--- src/verilog/apw_pkg.sv ---
// package for the host power switch and watchdog block
// Overview of operation
// RQ1 - host off, power-on enabled: confirm held 0.25 s pulses switch, shows on, restarts
// RQ2 - host on, shutdown enabled: cancel held 4 s pulses switch, shows off
// RQ3 - cancel still held after pulse keeps switch driven, at most 5 more seconds
// RQ4 - blank enabled and host off: display blank, backlight off, keypad still watched
// RQ5 - blank enabled: host-alive rising edge triggers full module restart; code restarts only on an edge seen in ST_IDLE
// RQ6 - fan power settings hold while host is sensed off
// RQ7 - mask bits: 01 sense, 10 blank, 20 restart key, 40 power-on, 80 shutdown
// RQ8 - mask 02 without sense: restart line pulses high
// RQ9 - mask 04 without sense: switch line pulses high
// RQ10 - optional second byte sets pulse length, 1 to 254 units of 1/32 s
// RQ11 - length 255 holds switch until host-alive changes state
// RQ12 - command 1C with one or two bytes, reply 5C empty
// RQ13 - command 1D with timeout byte, reply 5D empty
// RQ14 - timeout zero disables the watchdog
// RQ15 - host must resend watchdog command within timeout seconds
// RQ16 - watchdog expiry pulses the host restart line; code does so only when the expiry tick finds ST_IDLE, else the expiry is lost
// RQ17 - watchdog off after power-up, no reset until enabled again
// RQ18 - status gives mask as byte 7 and watchdog count as byte 8
// RQ19 - host on, restart enabled: confirm held 4 s pulses restart 1 s, restarts module
// RQ20 - lines released when idle, driven only during a pulse
// RQ21 - line sense: active level is opposite of released level
package apw_pkg;
  localparam int unsigned CLK_HZ       = 10_000_000;
  localparam int unsigned TICK_HZ      = 32;
  localparam int unsigned TICK_CYC     = CLK_HZ / TICK_HZ;
  localparam int unsigned SEC_TICKS    = 32;
  localparam logic [7:0]  CMD_PWR      = 8'h1C;
  localparam logic [7:0]  CMD_WDT      = 8'h1D;
  localparam logic [7:0]  REPLY_FLAG   = 8'h40;
  localparam int unsigned B_SENSE      = 0;
  localparam int unsigned B_RST_INV    = 1;
  localparam int unsigned B_PWR_INV    = 2;
  localparam int unsigned B_BLANK      = 4;
  localparam int unsigned B_KEY_RST    = 5;
  localparam int unsigned B_KEY_ON     = 6;
  localparam int unsigned B_KEY_OFF    = 7;
  localparam logic [7:0]  MASK_RST     = 8'h00;
  localparam logic [7:0]  LEN_DEF      = 8'h20;
  localparam logic [7:0]  LEN_HOLD     = 8'hFF;
  localparam logic [8:0]  T_ON_PRESS   = 9'h008;
  localparam logic [8:0]  T_LONG_PRESS = 9'h080;
  localparam logic [8:0]  T_EXTRA      = 9'h0A0;
  localparam logic [8:0]  T_RST_PULSE  = 9'h020;

  typedef struct packed {
    logic       valid;
    logic [7:0] ptype;
    logic [1:0] len;
    logic [7:0] d0;
    logic [7:0] d1;
  } apw_cmd_t;

  typedef struct packed {
    logic       valid;
    logic [7:0] ptype;
  } apw_reply_t;
endpackage

--- src/verilog/apw_top.sv ---
// host power switch, keypad power keys and host watchdog
`timescale 1ns/1ps
`default_nettype none
module apw_top
  import apw_pkg::*;
#(
  parameter int unsigned TICK_DIV = TICK_CYC
) (
  // clock and reset
  input  wire logic       sys_clk,
  input  wire logic       nrst,
  // command link
  input  wire apw_cmd_t   cmd,
  output apw_reply_t      reply,
  // keypad
  input  wire logic       key_confirm,
  input  wire logic       key_cancel,
  // host lines
  input  wire logic       host_alive,
  input  wire logic       sw_in,
  output logic            sw_out,
  output logic            sw_oe_n,
  input  wire logic       rst_in,
  output logic            rst_out,
  output logic            rst_oe_n,
  // display and module
  output logic            disp_blank,
  output logic            backlight_off,
  output logic            fan_hold,
  output logic            show_on,
  output logic            show_off,
  output logic            show_reset,
  output logic            module_restart,
  // status fields
  output logic [7:0]      stat_mask,
  output logic [7:0]      stat_wdt
);
  typedef enum logic [2:0] {
    ST_IDLE  = 3'b000,
    ST_ON    = 3'b001,
    ST_OFF   = 3'b010,
    ST_EXTRA = 3'b011,
    ST_RST   = 3'b100,
    ST_HOLD  = 3'b101,
    ST_BOOT  = 3'b110
  } apw_st_t;

  apw_st_t     st_r;
  logic [7:0]  mask_r;
  logic [7:0]  len_r;
  logic [7:0]  wdt_r;
  logic [21:0] div_r;
  logic        tick;
  logic [8:0]  hold_r;
  logic [8:0]  pt_r;
  logic [4:0]  sec_r;
  logic        alive_q_r;
  logic        sw_lvl_r;
  logic        rst_lvl_r;
  logic        act_mod_r;
  logic        wdt_fire;
  logic        alive_rise;
  logic        alive_chg;
  logic [8:0]  len_ticks;

  assign tick       = (div_r == 22'(TICK_DIV - 1));
  assign alive_rise = host_alive & ~alive_q_r;
  assign alive_chg  = host_alive ^ alive_q_r;
  assign len_ticks  = {1'b0, len_r};

  always_ff @(posedge sys_clk or negedge nrst) begin
    if (!nrst) begin
      div_r <= 22'h00_0000;
    end else if (tick) begin
      div_r <= 22'h00_0000;
    end else begin
      div_r <= div_r + 22'h00_0001;
    end
  end

  always_ff @(posedge sys_clk or negedge nrst) begin
    if (!nrst) begin
      alive_q_r <= 1'b0;
    end else begin
      alive_q_r <= host_alive;
    end
  end

  // configuration from command packets; reply one cycle later
  always_ff @(posedge sys_clk or negedge nrst) begin
    if (!nrst) begin
      mask_r <= MASK_RST;
      len_r  <= LEN_DEF;
    end else if (cmd.valid && cmd.ptype == CMD_PWR && (cmd.len == 2'd1 || cmd.len == 2'd2)) begin // RQ12
      mask_r <= cmd.d0; // RQ7
      if (cmd.len == 2'd2 && cmd.d1 != 8'h00) begin
        len_r <= cmd.d1; // RQ10
      end
    end
  end

  always_ff @(posedge sys_clk or negedge nrst) begin
    if (!nrst) begin
      reply <= '0;
    end else if (cmd.valid && ((cmd.ptype == CMD_PWR && (cmd.len == 2'd1 || cmd.len == 2'd2))
                               || (cmd.ptype == CMD_WDT && cmd.len == 2'd1))) begin
      reply <= '{valid: 1'b1, ptype: cmd.ptype | REPLY_FLAG}; // RQ12 RQ13
    end else begin
      reply <= '0;
    end
  end

  // watchdog counts seconds; a refresh in the expiry tick reloads the count but the restart pulse still fires
  assign wdt_fire = tick && sec_r == 5'(SEC_TICKS - 1) && wdt_r == 8'h01;
  always_ff @(posedge sys_clk or negedge nrst) begin
    if (!nrst) begin
      wdt_r <= 8'h00; // RQ17
      sec_r <= 5'h00;
    end else if (cmd.valid && cmd.ptype == CMD_WDT && cmd.len == 2'd1) begin
      wdt_r <= cmd.d0; // RQ14 RQ15
      sec_r <= 5'h00;
    end else if (tick && wdt_r != 8'h00) begin
      sec_r <= sec_r + 5'h01;
      if (sec_r == 5'(SEC_TICKS - 1)) begin
        wdt_r <= wdt_r - 8'h01; // RQ16 stops at zero until re-enabled
      end
    end
  end

  // released level of each line is captured while idle
  always_ff @(posedge sys_clk or negedge nrst) begin
    if (!nrst) begin
      sw_lvl_r  <= 1'b1;
      rst_lvl_r <= 1'b1;
    end else if (st_r == ST_IDLE) begin
      sw_lvl_r  <= sw_in;
      rst_lvl_r <= rst_in;
    end
  end

  // key hold timer counts 1/32 s ticks
  always_ff @(posedge sys_clk or negedge nrst) begin
    if (!nrst) begin
      hold_r <= 9'h000;
    end else if (!(key_confirm ^ key_cancel) || st_r != ST_IDLE) begin
      // cleared during pulses so a key still held cannot retrigger at once
      hold_r <= 9'h000;
    end else if (tick && hold_r != 9'h1FF) begin
      hold_r <= hold_r + 9'h001;
    end
  end

  always_ff @(posedge sys_clk or negedge nrst) begin
    if (!nrst) begin
      st_r           <= ST_IDLE;
      pt_r           <= 9'h000;
      module_restart <= 1'b0;
      act_mod_r      <= 1'b0;
    end else begin
      module_restart <= 1'b0;
      if (tick && pt_r != 9'h000) begin
        pt_r <= pt_r - 9'h001;
      end
      unique case (st_r)
        ST_IDLE: begin
          if (wdt_fire) begin
            st_r <= ST_RST; // RQ16
            pt_r <= T_RST_PULSE;
            act_mod_r <= 1'b0;
          end else if (!host_alive && mask_r[B_KEY_ON] && key_confirm && hold_r >= T_ON_PRESS) begin
            st_r <= (len_r == LEN_HOLD) ? ST_HOLD : ST_ON; // RQ1 RQ11
            pt_r <= len_ticks;
          end else if (host_alive && mask_r[B_KEY_OFF] && key_cancel && hold_r >= T_LONG_PRESS) begin
            st_r <= (len_r == LEN_HOLD) ? ST_HOLD : ST_OFF; // RQ2 RQ11
            pt_r <= len_ticks;
          end else if (host_alive && mask_r[B_KEY_RST] && key_confirm && hold_r >= T_LONG_PRESS) begin
            st_r <= ST_RST; // RQ19
            pt_r <= T_RST_PULSE;
            act_mod_r <= 1'b1;
          end else if (mask_r[B_BLANK] && alive_rise) begin
            module_restart <= 1'b1; // RQ5
          end
        end
        ST_ON: begin
          if (pt_r == 9'h000) begin
            st_r <= ST_BOOT; // RQ1
          end
        end
        ST_OFF: begin
          if (pt_r == 9'h000) begin
            st_r <= key_cancel ? ST_EXTRA : ST_IDLE; // RQ3
            pt_r <= T_EXTRA;
          end
        end
        ST_EXTRA: begin
          if (!key_cancel || pt_r == 9'h000) begin
            st_r <= ST_IDLE; // RQ3
          end
        end
        ST_RST: begin
          if (pt_r == 9'h000) begin
            st_r <= act_mod_r ? ST_BOOT : ST_IDLE; // RQ19
          end
        end
        ST_HOLD: begin
          if (alive_chg) begin
            st_r <= host_alive ? ST_BOOT : ST_IDLE; // RQ11
          end
        end
        ST_BOOT: begin
          // lines released a cycle before the restart request
          module_restart <= 1'b1;
          st_r           <= ST_IDLE;
        end
        default: st_r <= ST_IDLE;
      endcase
    end
  end

  // polarity: sense picks opposite of released level, else invert bits
  always_comb begin
    sw_oe_n  = !(st_r == ST_ON || st_r == ST_OFF || st_r == ST_EXTRA || st_r == ST_HOLD); // RQ20
    rst_oe_n = !(st_r == ST_RST); // RQ20
    sw_out   = mask_r[B_SENSE] ? ~sw_lvl_r : mask_r[B_PWR_INV]; // RQ9 RQ21
    rst_out  = mask_r[B_SENSE] ? ~rst_lvl_r : mask_r[B_RST_INV]; // RQ8 RQ21
  end

  always_comb begin
    disp_blank    = mask_r[B_BLANK] && !host_alive; // RQ4
    backlight_off = mask_r[B_BLANK] && !host_alive; // RQ4
    fan_hold      = !host_alive; // RQ6
    show_on       = (st_r == ST_ON) || (st_r == ST_HOLD && !host_alive);
    show_off      = (st_r == ST_OFF) || (st_r == ST_EXTRA) || (st_r == ST_HOLD && host_alive);
    show_reset    = (st_r == ST_RST);
    stat_mask     = mask_r; // RQ18
    stat_wdt      = wdt_r; // RQ18
  end
endmodule
`default_nettype wire

--- config.mk ---
export PLATFORM = sky130hd
export DESIGN_NAME = apw_top
export DESIGN_NICKNAME = d
export VERILOG_FILES = /design/src/verilog/apw_pkg.sv /design/src/verilog/apw_top.sv
export SDC_FILE = /design/constraint.sdc
export NUM_CORES = 1
export LEC_CHECK = 0
export BUFFER_PORTS_ARGS = -buffer_cell sky130_fd_sc_hd__clkbuf_2
export CAP_MARGIN = 30
export CORE_AREA = 4 4 116 118
export CTS_BUF_LIST = sky130_fd_sc_hd__clkbuf_4 sky130_fd_sc_hd__clkbuf_8 sky130_fd_sc_hd__clkbuf_16
export CTS_CLUSTER_SIZE = 24
export DETAILED_ROUTE_END_ITERATION = 10
export DIE_AREA = 0 0 120 122
export PLACE_DENSITY = 0.5
export SLEW_MARGIN = 10
export SYNTH_ARGS = -nofsm -noshare
export SYNTH_HDL_FRONTEND = slang
export SYNTH_SLANG_ARGS = --single-unit
--- constraint.sdc ---
create_clock -name sys_clk -period 3 [get_ports sys_clk]
set_clock_uncertainty 0.1 [all_clocks]
set_input_delay 0.3 -clock sys_clk [delete_from_list [all_inputs] [get_ports sys_clk]]
set_output_delay 0.3 -clock sys_clk [all_outputs]
set_load 0.1 [all_outputs]
# Word level (Yosys, flattened, before mapping)
# Index checks and enable logic that the tools add are counted.
# op_classes
n_reduce_logical	55
addsub	5
muxes	43
bitwise_logic	6
magnitude_cmp	2
n_eq_ne	23
# ops
cell	n
$mux W9	9
$mux W3	13
$logic_and A1 B1 Y1	26
$mux W8	3
$add A22 B1 Y22 const B	1
$eq A22 B19 Y1 const B	1
$mux W22	1
$pmux W3 S6	1
$pmux W9 S2	1
$eq A8 B5 Y1 const B	2
$reduce_bool A8 Y1	2
$ne A2 B2 Y1 const B	6
$mux W1	11
$logic_or A1 B1 Y1	10
$mux W5	2
$add A9 B1 Y9 const B	1
$eq A3 B3 Y1 const B	3
$ge A9 B4 Y1 const B	1
$ge A9 B8 Y1 const B	1
$logic_not A9 Y1	1
$ne A9 B9 Y1 const B	1
$reduce_bool A9 Y1	1
$sub A9 B1 Y9 const B	1
$eq A8 B1 Y1 const B	1
22 further kinds	34
# word_totals
register_bits	86
out_inout_bits	36
inputBits	34
elab_cells	149

# Logic depth before layout (Yosys ltp)
# Gate-level depths: netlist of the first run.
# depth
depth_word	9
ltp_mapped	8
mapped_depth_nobuf	8

# Least setup slack after synthesis of the first run
# Ideal clock, no wire load.
# synth_timing
kind	flip-flop to output port
startpoint	reg mask_r[4] (netlist: stat_mask[4])
endpoint	out disp_blank
arrival_time_ns	2.903
path_stages_with_launch	3
required_time_ns	2.600
setup_slack_ns	-0.303
path_cell_list	dfrtp_1 -> nor2b_1 -> buf_4
# synth_between
elab_chain_cells	1
# synth_rtl
element	line_no	source
from (decl)	apw_top.sv:49	logic [7:0] mask_r;
from (signal assigned)	apw_top.sv:95	mask_r <= cmd.d0;
$logic_and A1 B1 Y1	--	
to (decl)	apw_top.sv:27	output logic disp_blank,
# No other way between the ends.

# Worst setup path after layout of the first run
# layout_timing
startpoint	reg wdt_r[7] (netlist: stat_wdt[7])
endpoint	reg st_r[0]
# layout_between
elab_chain_cells	4
# layout_rtl
element	line_no	source
from (decl)	apw_top.sv:51	logic [7:0] wdt_r;
from (signal assigned)	apw_top.sv:120	wdt_r <= cmd.d0;
from (signal assigned)	apw_top.sv:125	wdt_r <= wdt_r - 8'h01;
$eq A8 B1 Y1 *	apw_top.sv:114	assign wdt_fire = tick && sec_r == 5'(SEC_TICKS - 1) && wdt_r == 8'h01;
$logic_and A1 B1 Y1 *	apw_top.sv:114	
$ne A5 B2 Y1 (no source line) / $mux W3 (equally long branches)	--	
$reduce_and A6 Y1 (no source line) / $pmux W3 S6 (equally long branches)	--	
to (signal assigned)	apw_top.sv:171	st_r <= (len_r == LEN_HOLD) ? ST_HOLD : ST_ON;
to (signal assigned)	apw_top.sv:174	st_r <= (len_r == LEN_HOLD) ? ST_HOLD : ST_OFF;
to (signal assigned)	apw_top.sv:191	st_r <= key_cancel ? ST_EXTRA : ST_IDLE;
to (decl)	apw_top.sv:48	apw_st_t st_r;
# Every way passes the cells marked *; elsewhere a longest branch is shown, timed or not.
# A chain may end at the register's enable or synchronous reset.

==> results of run 1 <==
## worst max-delay path, stage by stage, from the launching register on
cell and delay, ns:
dfrtp_1 0.42, nor4_1 0.56, nand4_1 0.15, nor3_1 0.50
nand2b_1 0.27, o221a_2 0.25, mux2_2 0.34
## per-layer routing
metal	wire [microns]	global-route usage, %
met1	5020	20.6
met2	4490	23.6
met3	495	2.88
met4	168	5.58
met5	0	0
## area by class of cell
type | instances | area share (%)
sequential | 85 | 40.4
tap | 172 | 4.08
multi-input combinational | 309 | 39.3
clock buffer | 10 | 4.54
inverter | 19 | 1.35
timing repair buffer | 78 | 8.17
clock inverter | 6 | 2.07
## cells by family after synthesis
kind of cell | Yosys count
AOI/OAI and AO/OA | 43
xor gates and xnor gates | 44
adders and majority gates | 12
buffers and inverters | 28
DFF | 85
muxes | 28
other | 1
and+or+nand+nor | 179
## cell usage in the layout (no fill, tap or decap), types with 4 or more instances in the layout
cell type / count
a21oi_1: 6
mux2i_1: 7
dfrtp_1: 82
nand2_1: 46
nor2_1: 45
nand3_1: 15
o21ai_0: 21
nor3_1: 11
ha_1: 12
nand4_1: 15
xnor2_1: 25
buf_4: 8
and3_1: 5
inv_1: 19
clkbuf_2: 68
nor4_1: 7
clkbuf_16: 9
xor2_1: 19
or3_1: 4
mux2_2: 21
o21ai_1: 4
## metrics by stage
step	setup slack, ns	cell area (sq um)
finish	0.303	5270
floorplan	-0.0476	4320
global route	0.102	5270
detailed placement	0.275	4910
CTS	0.261	5270
global placement	0.380	4910
## where the power goes
part / switching [mW] / total (mW) / internal [mW]
sequential: 0.00950 / 1.17 / 1.16
clock: 0.461 / 1.30 / 0.836
combinational: 0.129 / 0.171 / 0.0417
## flip-flops by register name, indices dropped and copies added, names as in the netlist, 3 cells and up
name       flops
div_r         22
reply          8
sec_r          5
st_r           3
stat_wdt       8
len_r          8
stat_mask      8
pt_r           9
hold_r         9
## worst max-delay path by stage
stage                             startpoint             endpoint  slack [ns]  cells after the start
finish               stat_wdt[7]$_DFFE_PN0P_  st_r[0]$_DFFE_PN0P_        0.30                      6
global route         stat_wdt[4]$_DFFE_PN0P_  st_r[0]$_DFFE_PN0P_        0.10                      6
CTS                  stat_wdt[7]$_DFFE_PN0P_  st_r[0]$_DFFE_PN0P_        0.26                      6
detailed placement   stat_wdt[7]$_DFFE_PN0P_  st_r[0]$_DFFE_PN0P_        0.27                      6
global placement         div_r[17]$_DFF_PN0_  st_r[0]$_DFFE_PN0P_        0.38                      6
floorplan           stat_mask[0]$_DFFE_PN0P_              rst_out       -0.05                      1
## timing repair
action	4_1_cts	5_1_grt
gates resized for setup	0	0
hold buffers	1	0
endpoints found under the hold margin	38	0
==> reports/results.ini, run 1 <==
[drt]
drtAntennaViolNets = 0
vias_per_cell = 4.93
first_pass_iters = 4
drc = 0
drt_wl_total_microns = 10200
vias = 3345
drt_iter0_markers = 182
wl_per_cell_microns = 15.0

[min_path]
hold_path_depth = 3
min_from = rst_in
hold_class = in -> reg
whs_endpoint = rst_lvl_r$_DFFE_PN1P_

[grt]
antenna_found_initial = 0
gr-total-overflow = 0
grt_pass1_wl_microns = 17300
grt.total_usage_pct = 15.0
grt_pass1_vias = 3394
grt_max_degree = 45

[cts]
clk_latency_ns = 0.34
path_clk_slew_ns = 0.06
clockRootBuffer = clkbuf_16
cts.sinks = 85
cts_buffer_depth = 2
htree_num_levels = 3
cts_buffers = 9
cts_tree = built
cts_setup_buffers = 0

[logic_synthesis]
synth_fa_ha_area_share_pct = 3.49
synthXorXnorAreaFrac_pct = 8.95
synthMuxAreaShare_pct = 7.12
seq_area_frac_synth_pct = 49.5
synth_area_sq_um = 4310
ys_ff_latch = 85
synth.area.top_cells = dfrtp_1 48%, mux2_2 5.5%, xnor2_1 5.1%
synth_compound_area_share_pct = 5.98
synth_top_family_by_area = simple AND/OR/NAND/NOR gates
yosys.area_share.simple_pct = 22.3
synth.distinct_cells = 52
synth_ff_type = dfrtp_1
synthArstFlopShare_pct = 100
syn_inst = 420
synth_warnings = 0
synth.avg_cell_area_sq_um = 10.3
synth_edf_count = 0
yosysMostFrequentCell = dfrtp_1
yosys.area.top_type_share_pct = 47.6
synthTopCellsByCount = 82 x dfrtp_1, 46 x nand2_1, 45 x nor2_1, 25 x xnor2_1, 23 x o21ai_0
synth.largest_area_cell = dfrtp_1

[critical_path]
r2r-start = stat_wdt[7]$_DFFE_PN0P_
required_ns = 3.13
worstPathMaxFanout = 5
critPathLaunchType = flop
critPathCaptureType = flop
critPathArrivalTime_ns = 2.82
critical_path_class = reg -> reg
ff2ff_setup_slack_ns = 0.30
reg2reg_depth = 6
r2r-end = st_r[0]$_DFFE_PN0P_

[finish]
seqCellArea_sq_um = 2130
fin_nets = 548
fin_util_pct = 42.3
fill_cells = 1213
final_cells = 679
syn_to_final_growth_pct = 22.3
diodes = 0
drive_gt1_share_pct = 26.2
multiInputGateArea_sq_um = 2070

[timing]
rsz0062_at_grt = false
slew_headroom_pct = 48.8
whs_ns = 0.0225
fin_tns_setup_ns = 0
hold_viol_final = 0
tightest_slew_ns = 0.762
setup_viol = 0
min_period_over_period_pct = 89.9
post-route-min-period_ns = 2.70
drv_slew = 0
fmax_mhz = 371

[power]
finalPower_mw = 2.64
power_density_nw_per_um2 = 500
p_leak_nw = 2.34
vdd_drop_max_uv = 260

[die]
start_util_pct = 34.5
rows = 41
die_w_microns = 120
ios = 70
dieArea_sq_um = 14600
die_h_microns = 122
core_sq_um = 12500

[placement]
io_buffers = 69
dp_hpwl_microns = 7700
gp_congestion = 0.793
dp_cells = 662

[status]
status = complete, no violations

[job]
cap_violations = 0

(Power assumes the default switching activity.)
==> run 2: changes to the inputs <==
==> constraint.sdc (replaced) <==
create_clock -name sys_clk -period 3.3 [get_ports sys_clk]
set_clock_uncertainty 0.1 [all_clocks]
set_input_delay 0.33 -clock sys_clk [delete_from_list [all_inputs] [get_ports sys_clk]]
set_output_delay 0.33 -clock sys_clk [all_outputs]
set_load 0.1 [all_outputs]
==> run 2 against run 1 <==
Critical endpoint is now st_r[2]$_DFFE_PN0P_; final cell count shrank 0.15%; routed wire length is 0.80% lower; setup slack gained 0.50 ns; global-route usage decreased by 0.27 points; sequential power decreased by 9%.
==> reports/results.ini, run 2 (synthesized netlist as in run 1, its figures left out) <==
[cts]
cts_tree = built
cts.sinks = 85
cts_buffers = 9
clk_latency_ns = 0.35
clockRootBuffer = clkbuf_16
cts_resized = 0
cts_buffer_depth = 2
htree_num_levels = 3
path_clk_slew_ns = 0.06

[finish]
final_common_cell = dfrtp_1
syn_to_final_growth_pct = 20.8
fin_nets = 547
diodes = 0
top_regs = div_r x22, hold_r x9, pt_r x9
largest-register = div_r
layout_common_cells = 82 x dfrtp_1, 68 x clkbuf_2, 46 x nand2_1
largest_register_ffs = 22
fill_cells = 1241
drive_gt1_share_pct = 26.1

[critical_path]
critPathCaptureType = flop
r2r-start = div_r[12]$_DFF_PN0_
critical_path_class = reg -> reg
critPathLaunchType = flop
r2r-end = st_r[2]$_DFFE_PN0P_
required_ns = 3.44
ff2ff_setup_slack_ns = 0.80
reg2reg_depth = 7
critPathArrivalTime_ns = 2.63
worstPathMaxFanout = 5

[die]
start_util_pct = 34.5
dieArea_sq_um = 14600
core_sq_um = 12500
ios = 70
die_w_microns = 120
rows = 41
die_h_microns = 122

[power]
finalPower_mw = 2.25
p_switching_mw = 0.551
p_comb_share_pct = 6.8
vdd_drop_max_uv = 200
p_leak_nw = 2.31
p_clk_share_pct = 45.9
internal_power_mw = 1.69
switching_share_pct = 24.5
p_seq_share_pct = 47.2
power_density_nw_per_um2 = 432

[grt]
grt_max_degree = 36
antenna_found_initial = 0
grt_pass1_vias = 3270
gr-total-overflow = 0
grt.total_usage_pct = 14.7
grt_pass1_wl_microns = 16700

[min_path]
hold_path_depth = 3
hold_class = in -> reg
whs_endpoint = sw_lvl_r$_DFFE_PN1P_
min_from = sw_in

[placement]
gp_congestion = 0.797
io_buffers = 69
place_ws_ns = 0.714
dp_hpwl_microns = 7600

[timing]
fin_tns_setup_ns = 0
hold_viol_final = 0
drv_slew = 0
post-route-min-period_ns = 2.50
rsz0062_at_grt = false
slew_headroom_pct = 54.0
tightest_slew_ns = 0.684
fmax_mhz = 401
min_period_over_period_pct = 75.7
setup_ws_ns = 0.803
whs_ns = 0.0444
setup_viol = 0

[drt]
drtAntennaViolNets = 0
vias = 3353
drt_wl_total_microns = 10100
drc = 0
wl_per_cell_microns = 14.9
first_pass_iters = 4
drt_iter0_markers = 193
vias_per_cell = 4.95

[job]
cap_violations = 0

[status]
status = complete, no violations

==> run 2: power groups by stage <==
stage | combinational [mW] | clock (mW) | sequential [mW]
2_1_floorplan | 0.0386 | 0 | 1.13
3_3_place_gp | 0.154 | 0 | 1.08
3_5_place_dp | 0.155 | 0 | 1.08
4_1_cts | 0.157 | 1.06 | 1.06
5_1_grt | 0.169 | 1.11 | 1.06
6_report | 0.154 | 1.03 | 1.06
==> run 2: critical path: stages (launching register included) <==
cell and delay, ns:
dfrtp_1 0.42, nor3_1 0.37, nand4_2 0.25, nor3_1 0.30, buf_4 0.18, nand2b_1 0.18, o221a_2 0.25, mux2_2 0.33
==> run 2: stage by stage <==
stage          instances  util [%]  cell area [sq um]
6_report             678      41.7               5200
5_1_grt              678      41.7               5200
4_1_cts              678      41.7               5200
3_5_place_dp         661      39.2               4890
3_3_place_gp         661      39.2               4890
2_1_floorplan        422         -               4320
==> run 2: final cells by class <==
cell class              count  area [sq um]  area share (%)
flip-flops and latches     85          2130            41.0
multi-input cells         309          2070            39.9
repair buffers             77           410            7.89
clock buffers              10           239            4.59
well taps                 172           215            4.14
inverters                  19          71.3            1.37
clock inverters             6          61.3            1.18
==> run 2: worst max path at each step <==
| stage | end | from |
|---|---|---|
| after floorplan | show_off | st_r[1]$_DFFE_PN0P_ |
| after global placement | len_r[7]$_DFFE_PN0P_ | cmd[25] |
| after detailed placement | len_r[0]$_DFFE_PN0P_ | cmd[25] |
| after CTS | pt_r[0]$_DFF_PN0_ | stat_wdt[7]$_DFFE_PN0P_ |
| after global routing | pt_r[3]$_DFF_PN0_ | stat_wdt[7]$_DFFE_PN0P_ |
| final | st_r[2]$_DFFE_PN0P_ | div_r[12]$_DFF_PN0_ |
==> run 2: timing repair <==
| action | 4_1_cts | 5_1_grt |
|---|---|---|
| setup buffers | 0 | 0 |
| hold buffers | 1 | 0 |
| hold endpoints to repair | 33 | 0 |
==> run 2: per-layer routing <==
layer | GRT usage (%) | vias up | wire length [microns]
met4 | 6.51 | 0 | 197
li1 | - | 1626 | -
met1 | 19.8 | 1630 | 4830
met3 | 3.71 | 11 | 574
met2 | 22.4 | 86 | 4500
met5 | 0 | - | 0
==> run 3: changes to the inputs <==
--- a/config.mk
+++ b/config.mk
@@ -5,13 +5,14 @@
 export SDC_FILE = /design/constraint.sdc
 export NUM_CORES = 1
 export LEC_CHECK = 0
+export ABC_AREA = 1
 export BUFFER_PORTS_ARGS = -buffer_cell sky130_fd_sc_hd__clkbuf_2
 export CAP_MARGIN = 30
-export CORE_AREA = 4 4 116 118
+export CORE_AREA = 4 4 125 127
 export CTS_BUF_LIST = sky130_fd_sc_hd__clkbuf_4 sky130_fd_sc_hd__clkbuf_8 sky130_fd_sc_hd__clkbuf_16
 export CTS_CLUSTER_SIZE = 24
 export DETAILED_ROUTE_END_ITERATION = 10
-export DIE_AREA = 0 0 120 122
+export DIE_AREA = 0 0 129 131
 export PLACE_DENSITY = 0.5
 export SLEW_MARGIN = 10
 export SYNTH_ARGS = -nofsm -noshare
==> constraint.sdc (replaced) <==
create_clock -name sys_clk -period 2.47 [get_ports sys_clk]
set_clock_uncertainty 0.1 [all_clocks]
set_input_delay 0.247 -clock sys_clk [delete_from_list [all_inputs] [get_ports sys_clk]]
set_output_delay 0.247 -clock sys_clk [all_outputs]
set_load 0.1 [all_outputs]
==> run 3 against run 2 <==
Non-clock buffer count is the same; sequential cell count is the same; sequential share of layout area shrank 5.2 points; largest cell class is now multi-input gates.
==> reports/results.ini, run 3 <==
[power]
vdd_drop_max_uv = 284
power_density_nw_per_um2 = 515
finalPower_mw = 3.07
p_leak_nw = 3.10

[finish]
largest-register = div_r
syn_to_final_growth_pct = 18.8
seqCellArea_sq_um = 2130
fin_nets = 793
largest_register_ffs = 22
drive_gt1_share_pct = 20.7
multiInputGateArea_sq_um = 2460
top_regs = div_r x22, hold_r x9, pt_r x9
fill_cells = 1533
layout_common_cells = 171 x nand2_1, 89 x inv_1, 82 x dfrtp_1
final_common_cell = nand2_1
diodes = 0

[critical_path]
critical_path_class = reg -> out
reg2reg_depth = 13
critPathArrivalTime_ns = 1.94
worstPathMaxFanout = 7
required_ns = 2.12
critPathCaptureType = output port
critPathLaunchType = flop

[cts]
clk_latency_ns = 0.34
path_clk_slew_ns = 0.06
hold_buffers = 3
cts.sinks = 85
clockRootBuffer = clkbuf_16
htree_num_levels = 3
cts_resized = 0
cts_tree = built
cts_buffer_depth = 2
cts_buffers = 9
cts_setup_buffers = 0

[logic_synthesis]
synth_warnings = 0
synth_edf_count = 0
yosys.area.top_type_share_pct = 40.9
synth.area.top_cells = dfrtp_1 41%, nand2_1 13%, inv_1 6.7%
seq_area_frac_synth_pct = 42.4
synthArstFlopShare_pct = 100
synth_area_sq_um = 5020
yosysMostFrequentCell = nand2_1
synth.distinct_cells = 41
synth.avg_cell_area_sq_um = 7.58
synth_ff_type = dfrtp_1
ys_ff_latch = 85
syn_inst = 663
synthTopCellsByCount = 171 x nand2_1, 90 x inv_1, 82 x dfrtp_1, 60 x nor2_1, 57 x nand3_1
synth.largest_area_cell = dfrtp_1

[grt]
grt_pass1_vias = 4504
grt.total_usage_pct = 16.4
grt_pass1_wl_microns = 21800
grt_max_degree = 33
gr-total-overflow = 0
antenna_found_initial = 0

[die]
core_sq_um = 14400
die_h_microns = 131
ios = 70
die_w_microns = 129
dieArea_sq_um = 16900
rows = 44
start_util_pct = 34.8

[timing]
whs_ns = 0.0198
fmax_mhz = 437
tightest_slew_ns = 0.561
setup_viol = 0
post-route-min-period_ns = 2.29
min_period_over_period_pct = 92.7
fin_tns_setup_ns = 0
rsz0062_at_grt = false
drv_slew = 0
slew_headroom_pct = 62.7
setup_ws_ns = 0.181
hold_viol_final = 0

[job]
cap_violations = 0

[drt]
vias_per_cell = 4.76
first_pass_iters = 4
wl_per_cell_microns = 13.9
drt_iter0_markers = 318
drt_wl_total_microns = 13000
vias = 4453
drtAntennaViolNets = 0
drc = 0

[placement]
dp_hpwl_microns = 10100
gp_congestion = 0.886
io_buffers = 69
place_ws_ns = 0.362

[min_path]
hold_class = in -> reg
hold_path_depth = 3

[status]
status = complete, no violations

run 3: through the flow:
| step | instance area (sq um) | utilization [%] | instances |
|---|---|---|---|
| 6_report | 5960 | 41.4 | 936 |
| 5_1_grt | 5960 | 41.4 | 936 |
| 4_1_cts | 5960 | 41.4 | 936 |
| 3_5_place_dp | 5630 | 39.1 | 917 |
| 3_3_place_gp | 5630 | 39.1 | 917 |
| 2_1_floorplan | 5050 | - | 665 |
run 3: final timing paths:
check | start | slack (ns) | end
setup / recovery | st_r[1]$_DFFE_PN0P_ | 0.18 | show_off
hold / removal | cmd[5] | 0.02 | len_r[5]$_DFFE_PN1P_
setup reg to reg | hold_r[0]$_DFFE_PN0P_ | 0.33 | hold_r[5]$_DFFE_PN0P_
hold reg to reg | rst_lvl_r$_DFFE_PN1P_ | 0.38 | rst_lvl_r$_DFFE_PN1P_
max in group asynchronous | nrst | 1.37 | rst_lvl_r$_DFFE_PN1P_
min in group asynchronous | nrst | 0.24 | div_r[12]$_DFF_PN0_
run 3: cell type report:
| type | instances | share of cell area [%] |
|---|---|---|
| repair buffers | 77 | 7.17 |
| clock inverters | 4 | 0.797 |
| multi-input cells | 465 | 41.3 |
| flip-flops and latches | 85 | 35.7 |
| well taps | 184 | 3.86 |
| inverters | 109 | 6.92 |
| clock buffers | 12 | 4.26 |
run 3: power by group:
part           total [mW]  leakage, nW  internal, mW  switching, mW
sequential           1.42         1.11          1.41         0.0114
clock                1.39        0.149         0.831          0.561
combinational       0.261         1.84        0.0606          0.200
total                3.07         3.10          2.30          0.773
run 3: metal layers:
layer | part of all wire [%] | vias up | GRT usage (%)
met5 | 0 | - | 0
met4 | 1.5 | 0 | 6.49
met3 | 3.7 | 16 | 3.17
met2 | 48 | 88 | 27.3
met1 | 46 | 2080 | 21.1
li1 | - | 2269 | -
run 3: cells by family (layout without fill, tap and decap cells):
family / Yosys count / in the layout / share of synthesized area [%]
compound gates: 55 / 55 / 6.05
other cells: 1 / 3 / 0.0747
simple gates: 370 / 370 / 35.1
fa+ha+maj: 12 / 12 / 2.99
flops: 85 / 85 / 42.4
buf+inv: 115 / 202 / 8.97
xor+xnor: 25 / 25 / 4.36
run 3: worst max-delay path: stages (launching register included):
cell and delay (ns):
dfrtp_1 0.38, inv_1 0.21, nand2_1 0.14, nor2_1 0.15
nand2_1 0.09, o21ai_1 0.13, clkbuf_2 0.49
